`config.mk`:
```
export PLATFORM = sky130hd
export DESIGN_NAME = mip_irq_ctrl
export DESIGN_NICKNAME = d
export VERILOG_FILES = /design/src/hdl/mip_pkg.sv /design/src/hdl/mip_irq_ctrl.sv /design/src/hdl/mip_pending.sv /design/src/hdl/mip_prio_pick.sv
export VERILOG_INCLUDE_DIRS = /design/src /design/src/hdl
export SDC_FILE = /design/constraint.sdc
export NUM_CORES = 1
export LEC_CHECK = 0
export ABC_AREA = 1
export ABC_CLOCK_PERIOD_IN_PS = 2000
export BUFFER_PORTS_ARGS = -buffer_cell sky130_fd_sc_hd__buf_2
export CAP_MARGIN = 20
export CORE_MARGIN = 2
export CORE_UTILIZATION = 30
export CTS_CLUSTER_DIAMETER = 80
export DETAILED_ROUTE_END_ITERATION = 16
export GPL_TIMING_DRIVEN = 0
export PLACE_DENSITY = 0.62
export SYNTH_ARGS = -nofsm -noshare
export SYNTH_HDL_FRONTEND = slang
export SYNTH_SLANG_ARGS = --single-unit
```
`constraint.sdc`:
```
create_clock -name clk_i -period 2 [get_ports clk_i]
set_clock_uncertainty 0.05 [all_clocks]
set_input_delay 0.2 -clock clk_i [delete_from_list [all_inputs] [get_ports clk_i]]
set_output_delay 0.2 -clock clk_i [all_outputs]
set_load 0.05 [all_outputs]
```
`src/hdl/mip_consts.svh`:
```
/*
 Constants of the maskable interrupt resolver: source count and reset index, default priority
 numbers and vector table addresses for priorities 24 to 44.
 Assumes it is included by bare name wherever these figures are needed.
*/
`ifndef MIP_CONSTS_SVH
`define MIP_CONSTS_SVH

`define MIP_NSRC        21
`define MIP_PRIO_LAST   6'd47
`define MIP_PRIO_BASE   6'd24

`define MIP_PRIO_CONV   6'd24
`define MIP_PRIO_RTCC   6'd25
`define MIP_PRIO_RTCI   6'd26
`define MIP_PRIO_KEY    6'd27
`define MIP_PRIO_SER2T  6'd28
`define MIP_PRIO_RC3E   6'd29
`define MIP_PRIO_RC3V   6'd30
`define MIP_PRIO_T0C4   6'd31
`define MIP_PRIO_SER2R  6'd35
`define MIP_PRIO_PIN7   6'd36
`define MIP_PRIO_RC2E   6'd38
`define MIP_PRIO_RC2V   6'd39
`define MIP_PRIO_RC1E   6'd40
`define MIP_PRIO_T1C0   6'd41
`define MIP_PRIO_SER2E  6'd44

`define MIP_VEC_CONV    16'h0034
`define MIP_VEC_RTCC    16'h0036
`define MIP_VEC_RTCI    16'h0038
`define MIP_VEC_KEY     16'h003a
`define MIP_VEC_SER2T   16'h003c
`define MIP_VEC_RC3E    16'h003e
`define MIP_VEC_RC3V    16'h0040
`define MIP_VEC_T0C4    16'h0042
`define MIP_VEC_T0C5    16'h0044
`define MIP_VEC_T0C6    16'h0046
`define MIP_VEC_T0C7    16'h0048
`define MIP_VEC_SER2R   16'h004a
`define MIP_VEC_PIN7    16'h004c
`define MIP_VEC_PIN8    16'h004e
`define MIP_VEC_RC2E    16'h0050
`define MIP_VEC_RC2V    16'h0052
`define MIP_VEC_RC1E    16'h0054
`define MIP_VEC_T1C0    16'h0056
`define MIP_VEC_T1C1    16'h0058
`define MIP_VEC_T1C2    16'h005a
`define MIP_VEC_SER2E   16'h005c

`define MIP_VEC_RST     16'h0000
`define MIP_IDX_RST     5'd0

`endif

```
`src/hdl/mip_pkg.sv`:
```
/*
 Types of the maskable interrupt resolver.
 Assumes mip_consts.svh provides the figures.
*/
`include "mip_consts.svh"

package mip_pkg;

   typedef logic [`MIP_NSRC-1:0] mip_req_t;

   typedef enum logic [1:0] {
      MIP_IDLE  = 2'b00,
      MIP_OFFER = 2'b01,
      MIP_TAKEN = 2'b11
   } mip_state_e;

   typedef struct packed {
      logic        valid;
      logic [4:0]  idx;
      logic [5:0]  prio;
      logic [15:0] vec;
      logic        ext;
   } mip_grant_s;

endpackage : mip_pkg

```
`src/hdl/mip_irq_ctrl.sv`:
```
/*
 Maskable interrupt resolver for default priorities 24 to 44: latches
 peripheral events, ranks them and offers the winning vector to the core.
 Assumes all requests are one-cycle pulses synchronous to clk_i and that
 masking is applied upstream.
*/
// What this block does
// Requests arriving together are serviced in fixed default priority order.
// Priority zero is most urgent, forty-seven least; lower number wins ties.
// Conversion done is internal, priority 24, vector 0034H.
// Real-time counter cycle or alarm is priority 25, vector 0036H.
// Real-time counter interval is priority 26, vector 0038H.
// Key input is external, priority 27, vector 003AH.
// Serial 2 transmit, clocked and two-wire ends share priority 28, 003CH.
// Remote channel 3 error is priority 29, vector 003EH.
// Remote channel 3 events share priority 30, vector 0040H.
// First timer channels 4 to 7 take priorities 31-34, vectors 0042H-0048H.
// Serial 2 receive end is priority 35, vector 004AH.
// Pin 7 and 8 edges are external, priorities 36, 37, vectors 004CH, 004EH.
// Remote channel 2 error is priority 38, vector 0050H.
// Remote channel 2 events share priority 39, vector 0052H.
// Remote channel 1 error is priority 40, vector 0054H.
// Second timer channels 0 to 2 take priorities 41-43, vectors 0056H-005AH.
// Serial 2 receive error is priority 44, vector 005CH.
// On acknowledge, the core gets the vector of the lowest-numbered pending request; the code gives the offer picked from the flags a cycle earlier.
`timescale 1ns/1ps
`include "mip_consts.svh"

module mip_irq_ctrl
   import mip_pkg::*;
(
   input  wire logic        clk_i,
   input  wire logic        rst_n_i,
   input  wire logic        conv_done_irq_i,
   input  wire logic        rtc_cycle_alarm_irq_i,
   input  wire logic        rtc_interval_irq_i,
   input  wire logic        key_input_irq_i,
   input  wire logic        ser2_async_tx_irq_i,
   input  wire logic        ser2_clocked_irq_i,
   input  wire logic        ser2_twowire_irq_i,
   input  wire logic        rc3_error_irq_i,
   input  wire logic        rc3_event_irq_i,
   input  wire logic        tmr0_ch4_irq_i,
   input  wire logic        tmr0_ch5_irq_i,
   input  wire logic        tmr0_ch6_irq_i,
   input  wire logic        tmr0_ch7_irq_i,
   input  wire logic        ser2_async_rx_irq_i,
   input  wire logic        pin7_edge_irq_i,
   input  wire logic        pin8_edge_irq_i,
   input  wire logic        rc2_error_irq_i,
   input  wire logic        rc2_event_irq_i,
   input  wire logic        rc1_error_irq_i,
   input  wire logic        tmr1_ch0_irq_i,
   input  wire logic        tmr1_ch1_irq_i,
   input  wire logic        tmr1_ch2_irq_i,
   input  wire logic        ser2_rx_error_irq_i,
   input  wire logic        ack_i,
   output logic             irq_req_o,
   output logic [15:0]      vec_o,
   output logic [5:0]       prio_o,
   output logic             ext_src_o,
   output logic             ack_done_o,
   output logic [15:0]      ack_vec_o,
   output mip_req_t         pending_o
);

   mip_req_t   set_req;
   mip_req_t   clr_req;
   mip_req_t   pend;
   logic       pick_any;
   logic [4:0] pick_idx;
   mip_grant_s cand;
   mip_grant_s offer_reg;
   mip_state_e state_reg;
   mip_state_e state_next;
   logic       take;

   // An acknowledge counts only while an offer stands; a stray one is dropped
   assign take = (state_reg == MIP_OFFER) && ack_i;

   // Line index equals default priority minus 24
   always_comb begin
      set_req     = '0;
      set_req[0]  = conv_done_irq_i;
      set_req[1]  = rtc_cycle_alarm_irq_i;
      set_req[2]  = rtc_interval_irq_i;
      set_req[3]  = key_input_irq_i;
      set_req[4]  = ser2_async_tx_irq_i | ser2_clocked_irq_i
                  | ser2_twowire_irq_i;
      set_req[5]  = rc3_error_irq_i;
      set_req[6]  = rc3_event_irq_i;
      set_req[7]  = tmr0_ch4_irq_i;
      set_req[8]  = tmr0_ch5_irq_i;
      set_req[9]  = tmr0_ch6_irq_i;
      set_req[10] = tmr0_ch7_irq_i;
      set_req[11] = ser2_async_rx_irq_i;
      set_req[12] = pin7_edge_irq_i;
      set_req[13] = pin8_edge_irq_i;
      set_req[14] = rc2_error_irq_i;
      set_req[15] = rc2_event_irq_i;
      set_req[16] = rc1_error_irq_i;
      set_req[17] = tmr1_ch0_irq_i;
      set_req[18] = tmr1_ch1_irq_i;
      set_req[19] = tmr1_ch2_irq_i;
      set_req[20] = ser2_rx_error_irq_i;
   end

   // Per-line table: default priority, vector and source kind side by side
   function automatic mip_grant_s mip_desc_of(input logic [4:0] idx);
      mip_grant_s d;
      d     = '0;
      d.idx = idx;
      case (idx)
         // Converter and real-time counter lines are internal
         5'h00: begin
            d.prio = `MIP_PRIO_CONV;
            d.vec  = `MIP_VEC_CONV;
            d.ext  = 1'b0;
         end
         5'h01: begin
            d.prio = `MIP_PRIO_RTCC;
            d.vec  = `MIP_VEC_RTCC;
            d.ext  = 1'b0;
         end
         5'h02: begin
            d.prio = `MIP_PRIO_RTCI;
            d.vec  = `MIP_VEC_RTCI;
            d.ext  = 1'b0;
         end

         // Key return is an external source
         5'h03: begin
            d.prio = `MIP_PRIO_KEY;
            d.vec  = `MIP_VEC_KEY;
            d.ext  = 1'b1;
         end

         // Three serial channel 2 end events share this line
         5'h04: begin
            d.prio = `MIP_PRIO_SER2T;
            d.vec  = `MIP_VEC_SER2T;
            d.ext  = 1'b0;
         end

         // Remote-control channel 3 error, then its events
         5'h05: begin
            d.prio = `MIP_PRIO_RC3E;
            d.vec  = `MIP_VEC_RC3E;
            d.ext  = 1'b0;
         end
         5'h06: begin
            d.prio = `MIP_PRIO_RC3V;
            d.vec  = `MIP_VEC_RC3V;
            d.ext  = 1'b0;
         end

         // First timer array channels 4 to 7 on consecutive numbers
         5'h07: begin
            d.prio = `MIP_PRIO_T0C4;
            d.vec  = `MIP_VEC_T0C4;
            d.ext  = 1'b0;
         end
         5'h08: begin
            d.prio = `MIP_PRIO_T0C4 + 6'd1;
            d.vec  = `MIP_VEC_T0C5;
            d.ext  = 1'b0;
         end
         5'h09: begin
            d.prio = `MIP_PRIO_T0C4 + 6'd2;
            d.vec  = `MIP_VEC_T0C6;
            d.ext  = 1'b0;
         end
         5'h0a: begin
            d.prio = `MIP_PRIO_T0C4 + 6'd3;
            d.vec  = `MIP_VEC_T0C7;
            d.ext  = 1'b0;
         end

         // Serial channel 2 receive end
         5'h0b: begin
            d.prio = `MIP_PRIO_SER2R;
            d.vec  = `MIP_VEC_SER2R;
            d.ext  = 1'b0;
         end

         // Pin 7 and pin 8 edges are external sources
         5'h0c: begin
            d.prio = `MIP_PRIO_PIN7;
            d.vec  = `MIP_VEC_PIN7;
            d.ext  = 1'b1;
         end
         5'h0d: begin
            d.prio = `MIP_PRIO_PIN7 + 6'd1;
            d.vec  = `MIP_VEC_PIN8;
            d.ext  = 1'b1;
         end

         // Remote-control channel 2 error, then its events
         5'h0e: begin
            d.prio = `MIP_PRIO_RC2E;
            d.vec  = `MIP_VEC_RC2E;
            d.ext  = 1'b0;
         end
         5'h0f: begin
            d.prio = `MIP_PRIO_RC2V;
            d.vec  = `MIP_VEC_RC2V;
            d.ext  = 1'b0;
         end

         // Remote-control channel 1 error
         5'h10: begin
            d.prio = `MIP_PRIO_RC1E;
            d.vec  = `MIP_VEC_RC1E;
            d.ext  = 1'b0;
         end

         // Second timer array channels 0 to 2 on consecutive numbers
         5'h11: begin
            d.prio = `MIP_PRIO_T1C0;
            d.vec  = `MIP_VEC_T1C0;
            d.ext  = 1'b0;
         end
         5'h12: begin
            d.prio = `MIP_PRIO_T1C0 + 6'd1;
            d.vec  = `MIP_VEC_T1C1;
            d.ext  = 1'b0;
         end
         5'h13: begin
            d.prio = `MIP_PRIO_T1C0 + 6'd2;
            d.vec  = `MIP_VEC_T1C2;
            d.ext  = 1'b0;
         end

         // Serial channel 2 receive error is the least urgent line here
         5'h14: begin
            d.prio = `MIP_PRIO_SER2E;
            d.vec  = `MIP_VEC_SER2E;
            d.ext  = 1'b0;
         end

         default: d.vec = `MIP_VEC_RST;
      endcase
      return d;
   endfunction : mip_desc_of

   mip_pending u_pending (
      .clk_i   (clk_i),
      .rst_n_i (rst_n_i),
      .set_i   (set_req),
      .clr_i   (clr_req),
      .pend_o  (pend)
   );

   mip_prio_pick u_pick (
      .pend_i  (pend),
      .any_o   (pick_any),
      .idx_o   (pick_idx)
   );

   always_comb begin
      cand       = mip_desc_of(pick_idx);
      cand.valid = pick_any;
   end

   // Only the line being offered is cleared, and only in the ack cycle
   always_comb begin
      clr_req = '0;
      if (take) begin
         clr_req[offer_reg.idx] = 1'b1;
      end
   end

   always_comb begin
      state_next = state_reg;
      case (state_reg)
         MIP_IDLE: begin
            if (pick_any) begin
               state_next = MIP_OFFER;
            end
         end
         MIP_OFFER: begin
            if (ack_i) begin
               state_next = MIP_TAKEN;
            end
         end
         MIP_TAKEN: begin
            // One cycle so the cleared flag leaves the pick before a new offer
            state_next = MIP_IDLE;
         end
         default: state_next = MIP_IDLE;
      endcase
   end

   always_ff @(posedge clk_i or negedge rst_n_i) begin
      if (!rst_n_i) begin
         state_reg <= MIP_IDLE;
      end else begin
         state_reg <= state_next;
      end
   end

   // The offer follows the current winner until taken, so a more urgent
   // late arrival still overtakes a waiting one
   always_ff @(posedge clk_i or negedge rst_n_i) begin
      if (!rst_n_i) begin
         offer_reg <= '0;
      end else if (state_next == MIP_OFFER && !take) begin
         offer_reg <= cand;
      end else if (state_next != MIP_OFFER) begin
         offer_reg.valid <= 1'b0;
      end
   end

   always_ff @(posedge clk_i or negedge rst_n_i) begin
      if (!rst_n_i) begin
         ack_done_o <= 1'b0;
      end else begin
         ack_done_o <= take;
      end
   end

   // The taken vector stays until the next acknowledge
   always_ff @(posedge clk_i or negedge rst_n_i) begin
      if (!rst_n_i) begin
         ack_vec_o <= `MIP_VEC_RST;
      end else if (take) begin
         ack_vec_o <= offer_reg.vec;
      end
   end

   always_comb begin
      irq_req_o = offer_reg.valid;
      vec_o     = offer_reg.vec;
      prio_o    = offer_reg.prio;
      ext_src_o = offer_reg.ext;
   end

   always_ff @(posedge clk_i or negedge rst_n_i) begin
      if (!rst_n_i) begin
         pending_o <= '0;
      end else begin
         pending_o <= pend;
      end
   end

endmodule : mip_irq_ctrl

```
`src/hdl/mip_pending.sv`:
```
/*
 Sticky pending flags, one per request line.
 Assumes set and clear are synchronous one-cycle pulses.
*/
`timescale 1ns/1ps
`include "mip_consts.svh"

module mip_pending
   import mip_pkg::*;
(
   input  wire logic     clk_i,
   input  wire logic     rst_n_i,
   input  wire mip_req_t set_i,
   input  wire mip_req_t clr_i,
   output mip_req_t      pend_o
);

   genvar g;
   generate
      for (g = 0; g < `MIP_NSRC; g = g + 1) begin : g_flag
         always_ff @(posedge clk_i or negedge rst_n_i) begin
            if (!rst_n_i) begin
               pend_o[g] <= 1'b0;
            end else if (set_i[g]) begin
               // A fresh event beats an acknowledge in the same cycle
               pend_o[g] <= 1'b1;
            end else if (clr_i[g]) begin
               pend_o[g] <= 1'b0;
            end
         end
      end
   endgenerate

endmodule : mip_pending

```
`src/hdl/mip_prio_pick.sv`:
```
/*
 Fixed-priority pick: index 0 is the most urgent line.
 Assumes line index i carries default priority 24 plus i.
*/
`timescale 1ns/1ps
`include "mip_consts.svh"

module mip_prio_pick
   import mip_pkg::*;
(
   input  wire mip_req_t   pend_i,
   output logic            any_o,
   output logic [4:0]      idx_o
);

   always_comb begin
      any_o = 1'b0;
      idx_o = `MIP_IDX_RST;
      // Scan from the least urgent upward so the lowest number is kept last
      for (int i = `MIP_NSRC - 1; i >= 0; i--) begin
         if (pend_i[i]) begin
            any_o = 1'b1;
            idx_o = 5'(i);
         end
      end
   end

endmodule : mip_prio_pick

```
**Word-level counts from Yosys, hierarchy flattened**

Index checks and enable logic that the tools add are counted.

- Bits in writable memories: 0
- Bits in read-only memories: 0
- Input port bits: 26
- Register bits: 90
- Logic and storage cells: 181
- Bits in latches: 0
- Memories: 0

- Add/sub/neg operators: 0
- $mul: 0
- Mux-type cells: 95
- Equality and inequality tests: 23
- Reduce and logical (&&, ||, !) cells: 29
- Order comparisons: 2
- Shift operators: 0
- Divide/modulo/power cells: 0
- Bitwise operators: 2

Operator list:

| cell | number |
|---|---|
| 7-bit case mux with 21 select lines | 1 |
| 6-bit case mux with 21 select lines | 1 |
| 5-bit 2-to-1 mux | 21 |
| 1-bit 2-to-1 mux | 67 |
| 2-bit nonzero test | 22 |
| 5-bit by 4-bit equality test with 1-bit output (second input constant) | 8 |
| 5-bit equality test (second input constant) | 5 |
| 21-bit 2-to-1 mux | 1 |
| 5-bit by 3-bit equality test with 1-bit output (second input constant) | 4 |
| 5-bit by 2-bit equality test with 1-bit output (second input constant) | 2 |
| 5-bit by 6-bit less-than comparator with 1-bit output (second input constant) | 1 |
| 1-bit demux with 5-bit select | 1 |
| 5-bit by 1-bit equality test with 1-bit output (second input constant) | 1 |
| 5-bit by 1-bit greater-or-equal comparator with 1-bit output (second input constant) | 1 |
| 5-bit logical NOT | 1 |
| 2-bit by 1-bit equality test with 1-bit output (second input constant) | 2 |
| 2-bit 2-to-1 mux | 2 |
| 2-bit case mux with 2 select lines | 1 |
| 1-bit logical AND | 3 |
| 3-bit OR reduction | 1 |
| 2-bit logical NOT | 1 |
| 2-bit by 1-bit != test with 1-bit output (second input constant) | 1 |
| 1-bit OR | 2 |
| 1-bit logical NOT | 1 |

**Longest topological paths before layout**

- Depth after elaboration: 26
- Depth in mapped cells: 19

**Hierarchy**

Synthesis repeated with hierarchy kept, for this count alone.

- Cell total of the unflattened synthesis: 430
- Area, all modules: 3,392.0 µm²

By module, submodules not included:

| module | seq. area each (µm²) | times used | area each (µm²) | cells an instance |
|---|---|---|---|---|
| mip_irq_ctrl | 1,201.2 | 1 | 2,273.4 | 259 |
| mip_pending | 525.5 | 1 | 840.8 | 105 |
| mip_prio_pick | 0.0 | 1 | 277.8 | 66 |

**Worst setup path before layout**

Ideal clock, no wire load.

- Path type: reg-to-reg
- From: register u_pending.pend_o[15]
- To: register offer_reg, in the netlist ext_src_o
- Data required time: 1,830 ps
- Clock period less this slack: 1,664 ps
- Slack: 336 ps
- Stages on the path, launching flop included: 14
- Arrival time: 1,495 ps
- Setup time: 120 ps
- Path through: dfrtp_1 nor2_2 nand3_2 nor2_4 inv_2 nor2_2 inv_2 nor2_2 inv_2 o21ai_4 nor2_4 or2_0 inv_1 a21oi_2

- Word-level cells in the longest chain between the ends: 20
- Elaborated cells between the ends (all ways): 41

Ends and longest elaborated chain:

| what | line | text |
|---|---|---|
| from (decl) | mip_pending.sv:15 | `output mip_req_t pend_o` |
| from (signal, indexed assignment) | mip_pending.sv:23 | `pend_o[g] <= 1'b0;` |
| from (signal, indexed assignment) | mip_pending.sv:26 | `pend_o[g] <= 1'b1;` |
| from (signal, indexed assignment) | mip_pending.sv:28 | `pend_o[g] <= 1'b0;` |
| 1-bit 2-to-1 mux (16 in series) | mip_prio_pick.sv:21 | `if (pend_i[i]) begin` |
| 2-bit 2-to-1 mux | mip_irq_ctrl.sv:277 | `if (pick_any) begin` |
| 2-bit case mux with 2 select lines | mip_irq_ctrl.sv:275 | `case (state_reg)` |
| 2-bit by 1-bit equality test with 1-bit output | mip_irq_ctrl.sv:307 | `end else if (state_next == MIP_OFFER && !take) begin` |
| 1-bit logical AND | mip_irq_ctrl.sv:307 |  |
| to (signal assigned) | mip_irq_ctrl.sv:308 | `offer_reg <= cand;` |
| to (decl) | mip_irq_ctrl.sv:73 | `mip_grant_s offer_reg;` |

Parallel ways exist; a longest one is shown, timed or not.
A chain may end at the register's enable or synchronous reset.

**Worst setup path after layout**

- From: register u_pending.pend_o[14]
- To: register offer_reg[26] (netlist bit)

- Word-level cells in the longest chain between the ends: 19
- Elaborated cells between the ends (all ways): 34

Ends and longest elaborated chain:

| what | line |
|---|---|
| 1-bit 2-to-1 mux (15 in series) | mip_prio_pick.sv:21 |
| 2-bit 2-to-1 mux | mip_irq_ctrl.sv:277 |
| 2-bit case mux with 2 select lines | mip_irq_ctrl.sv:275 |
| 2-bit by 1-bit equality test with 1-bit output | mip_irq_ctrl.sv:307 |
| 1-bit logical AND | mip_irq_ctrl.sv:307 |

Parallel ways exist; a longest one is shown, timed or not.

==> flow_summary.ini <==
[run_status]
status = finished, final reports clean

[floorplan]
start_util_pct = 30.8
num_io_pins = 88
die_area_sq_um = 10800
die_x_um = 104
core_sq_um = 9730
rows = 36
die_height_um = 104

[worst_setup_path]
crit_chain = nor2_4 > nand3_2 > nor2_4 > inv_2 > nor2_2 > inv_2 > nor2_4 > inv_2 > o21ai_4 > nor2_4 > clkinv_2 > buf_2 > a21oi_1
crit_top_cell = nor2_4
path_max_fanout = 5
required_ns = 2.18
path_class = register to register
r2r_cells = 13
worst_setup_path_start_kind = register
worstReg2RegStart = u_pending.pend_o[14]
cp-startpoint = u_pending.pend_o[14]
end_kind = register
r2r-end = offer_reg[26]
cp_slowest_stage_delay_ns = 0.42
slowest_stage = dfrtp_1
arrival_ns = 2.08
reg2reg_slack_ns = 0.09

[placement]
pre_cts_slack_ns = 0.0290
dp_hpwl_um = 4750
io_buffers = 67
gp_congestion = 0.768
dp_cells = 533

[yosys]
yosys-top-cells-area = dfrtp_1 (58%), buf_4 (8.0%), nand2_1 (6.5%)
synth_common_cells = dfrtp_1 (69), nand2_1 (52), inv_1 (43)
async_flop_share_pct = 100
synthAdderAreaFrac_pct = 0
synth_top_family_by_area = simple AND/OR/NAND/NOR gates
synthMostInstantiatedCell = dfrtp_1
synth_compound_area_share_pct = 10.4
netlist_instances = 314
synthSimpleGateAreaFrac_pct = 17.0
yosys_register_bits = 69
synth.yosys.warnings = 0
synth.avg_cell_area_sq_um = 9.54
syn_area_sq_um = 3000
synth_top_area_share_pct = 57.6
synthMuxAreaShare_pct = 0
yosys.area.top_type = dfrtp_1
ys_seq_area_share_pct = 57.6
synth-edff-count = 0
synth_ff_type = dfrtp_1
ys_types = 28
synthXorXnorAreaFrac_pct = 0

[layout]
final_core_util_pct = 40.5
fin_cells = 563
area_growth_pct = 31.5
top_regs = pending_o: 21 flops, u_pending.pend_o: 21 flops
seq_area_sq_um = 1730
num_antenna_cells = 0
multi_input_area_sq_um = 932
nFillCells = 998
drive_gt1_share_pct = 33.7
nNetsFinal = 451

[timing]
slew_headroom_pct = 43.3
max_freq_mhz = 525
rsz0062_at_grt = true
maxSlewViolCount = 0
setup_slack_ns = 0.0941
fin_crit_sh_pct = 95.3
fin_crit_ns = 1.91
hold_violations = 0
worst_slew_pin_slew_ns = 0.850
setup_tns_ns = 0
setup_viol = 0

[clock_network]
clock_path_buffers = 2
cts.sinks = 69
cts_tree = built
clockRootBuffer = clkbuf_8
clk_latency_ns = 0.34
cts_buffers = 9
htree_levels = 3
clk_pin_slew_worst_paths_ns = 0.08

[routing]
drc = 0
drt_first_pass_iters = 4
wl_per_cell_um = 11.5
vias = 2283
via_per_inst = 4.06
drtIter0Drc = 73
drtAntennaViolNets = 0
finalWirelength_um = 6490

[grt]
grt_max_degree = 70
grt_pass1_vias = 2284
antenna_found_initial = 0
grt_pass1_wl_um = 10800
grt-ovfl-total = 0
grt_use_total_pct = 12.5

[flow_run]
cap_viol_max_count = 0

[power_and_ir_drop]
max-vdd-ir-drop_mv = 0.320
leakagePower_nw = 1.94
powerDensity_nw_per_um2 = 831

[min_path]
hold_class = primary input to register
whs_endpoint = u_pending.pend_o[14]
whs_path_depth = 2
min_from = rc2_error_irq_i
## kinds of logic after synthesis
group | count (synthesis)
other | 1
flip-flops | 69
AO/OA/AOI/OAI | 48
buffers and inverters | 82
AND/OR/NAND/NOR | 114
## through the flow
stage	hold slack, ns	power [mW]	instance area, sq um
after floorplan	-0.146	1.97	3070
after global placement	0.311	2.11	3570
after detailed placement	0.320	2.12	3570
after CTS	0.000628	3.30	3890
after global routing	0.00461	3.43	3940
final	0.00922	3.28	3940
## repair_timing
action	CTS	global route
endpoints found under the hold margin	78	0
setup endpoints to repair	0	8
hold buffers	11	0
gates resized for setup	0	10
setup buffers	0	1
## per-layer routing
| layer | GRT usage [%] | share of wire [%] |
|---|---|---|
| met3 | 3.38 | 5.6 |
| met1 | 16.3 | 46 |
| met4 | 4.63 | 1.3 |
| met2 | 20.0 | 47 |
| met5 | 0 | 0 |
## cells in the final DEF, fill, tap and decap left out, drive strengths merged
| cell type | Yosys | final |
|---|---|---|
| o21ai | 23 | 23 |
| buf | 34 | 103 |
| nor4 | 1 | 1 |
| nor3 | 4 | 4 |
| clkinvlp | 0 | 2 |
| o21bai | 18 | 18 |
| inv | 46 | 46 |
| nor2 | 36 | 37 |
| clkbuf | 1 | 12 |
| o2111ai | 1 | 1 |
| a32oi | 1 | 1 |
| a21oi | 5 | 5 |
| nand2 | 53 | 53 |
| nand3 | 17 | 17 |
| bufinv | 0 | 1 |
| or2 | 1 | 1 |
| conb | 1 | 20 |
| dlygate4sd3 | 0 | 11 |
| dfrtp | 69 | 69 |
| nand4 | 2 | 2 |
| clkinv | 1 | 3 |
## cell type report
cell class	count	share of cell area, %
clock inverter	5	1.49
inverter	47	4.51
clock buffer	11	3.84
sequential	69	43.8
tap	133	4.22
buffer	35	6.76
multi-input combinational	183	23.7
timing repair buffer	80	11.7
## worst max-delay path: cells and delay by family (launching register included)
family,cells,cell delay (ns)
AND/OR/NAND/NOR,6,0.65
flip-flops,1,0.42
buffers and inverters,5,0.41
AO/OA/AOI/OAI,2,0.27
## report_power, final
part / total, mW / leakage, nW / switching (mW) / internal, mW
Sequential: 1.50 / 0.707 / 0.0374 / 1.46
Combinational: 0.618 / 1.13 / 0.442 / 0.176
Clock: 1.16 / 0.102 / 0.518 / 0.643
## worst max-delay path by stage
stage | end | depth (start not counted)
floorplan | ext_src_o | 13
global placement | vec_o[4] | 14
detailed placement | vec_o[4] | 14
CTS | vec_o[4] | 14
global route | prio_o[4] | 14
finish | offer_reg[26] | 13
Note: power is estimated with default switching activity, not from simulation.
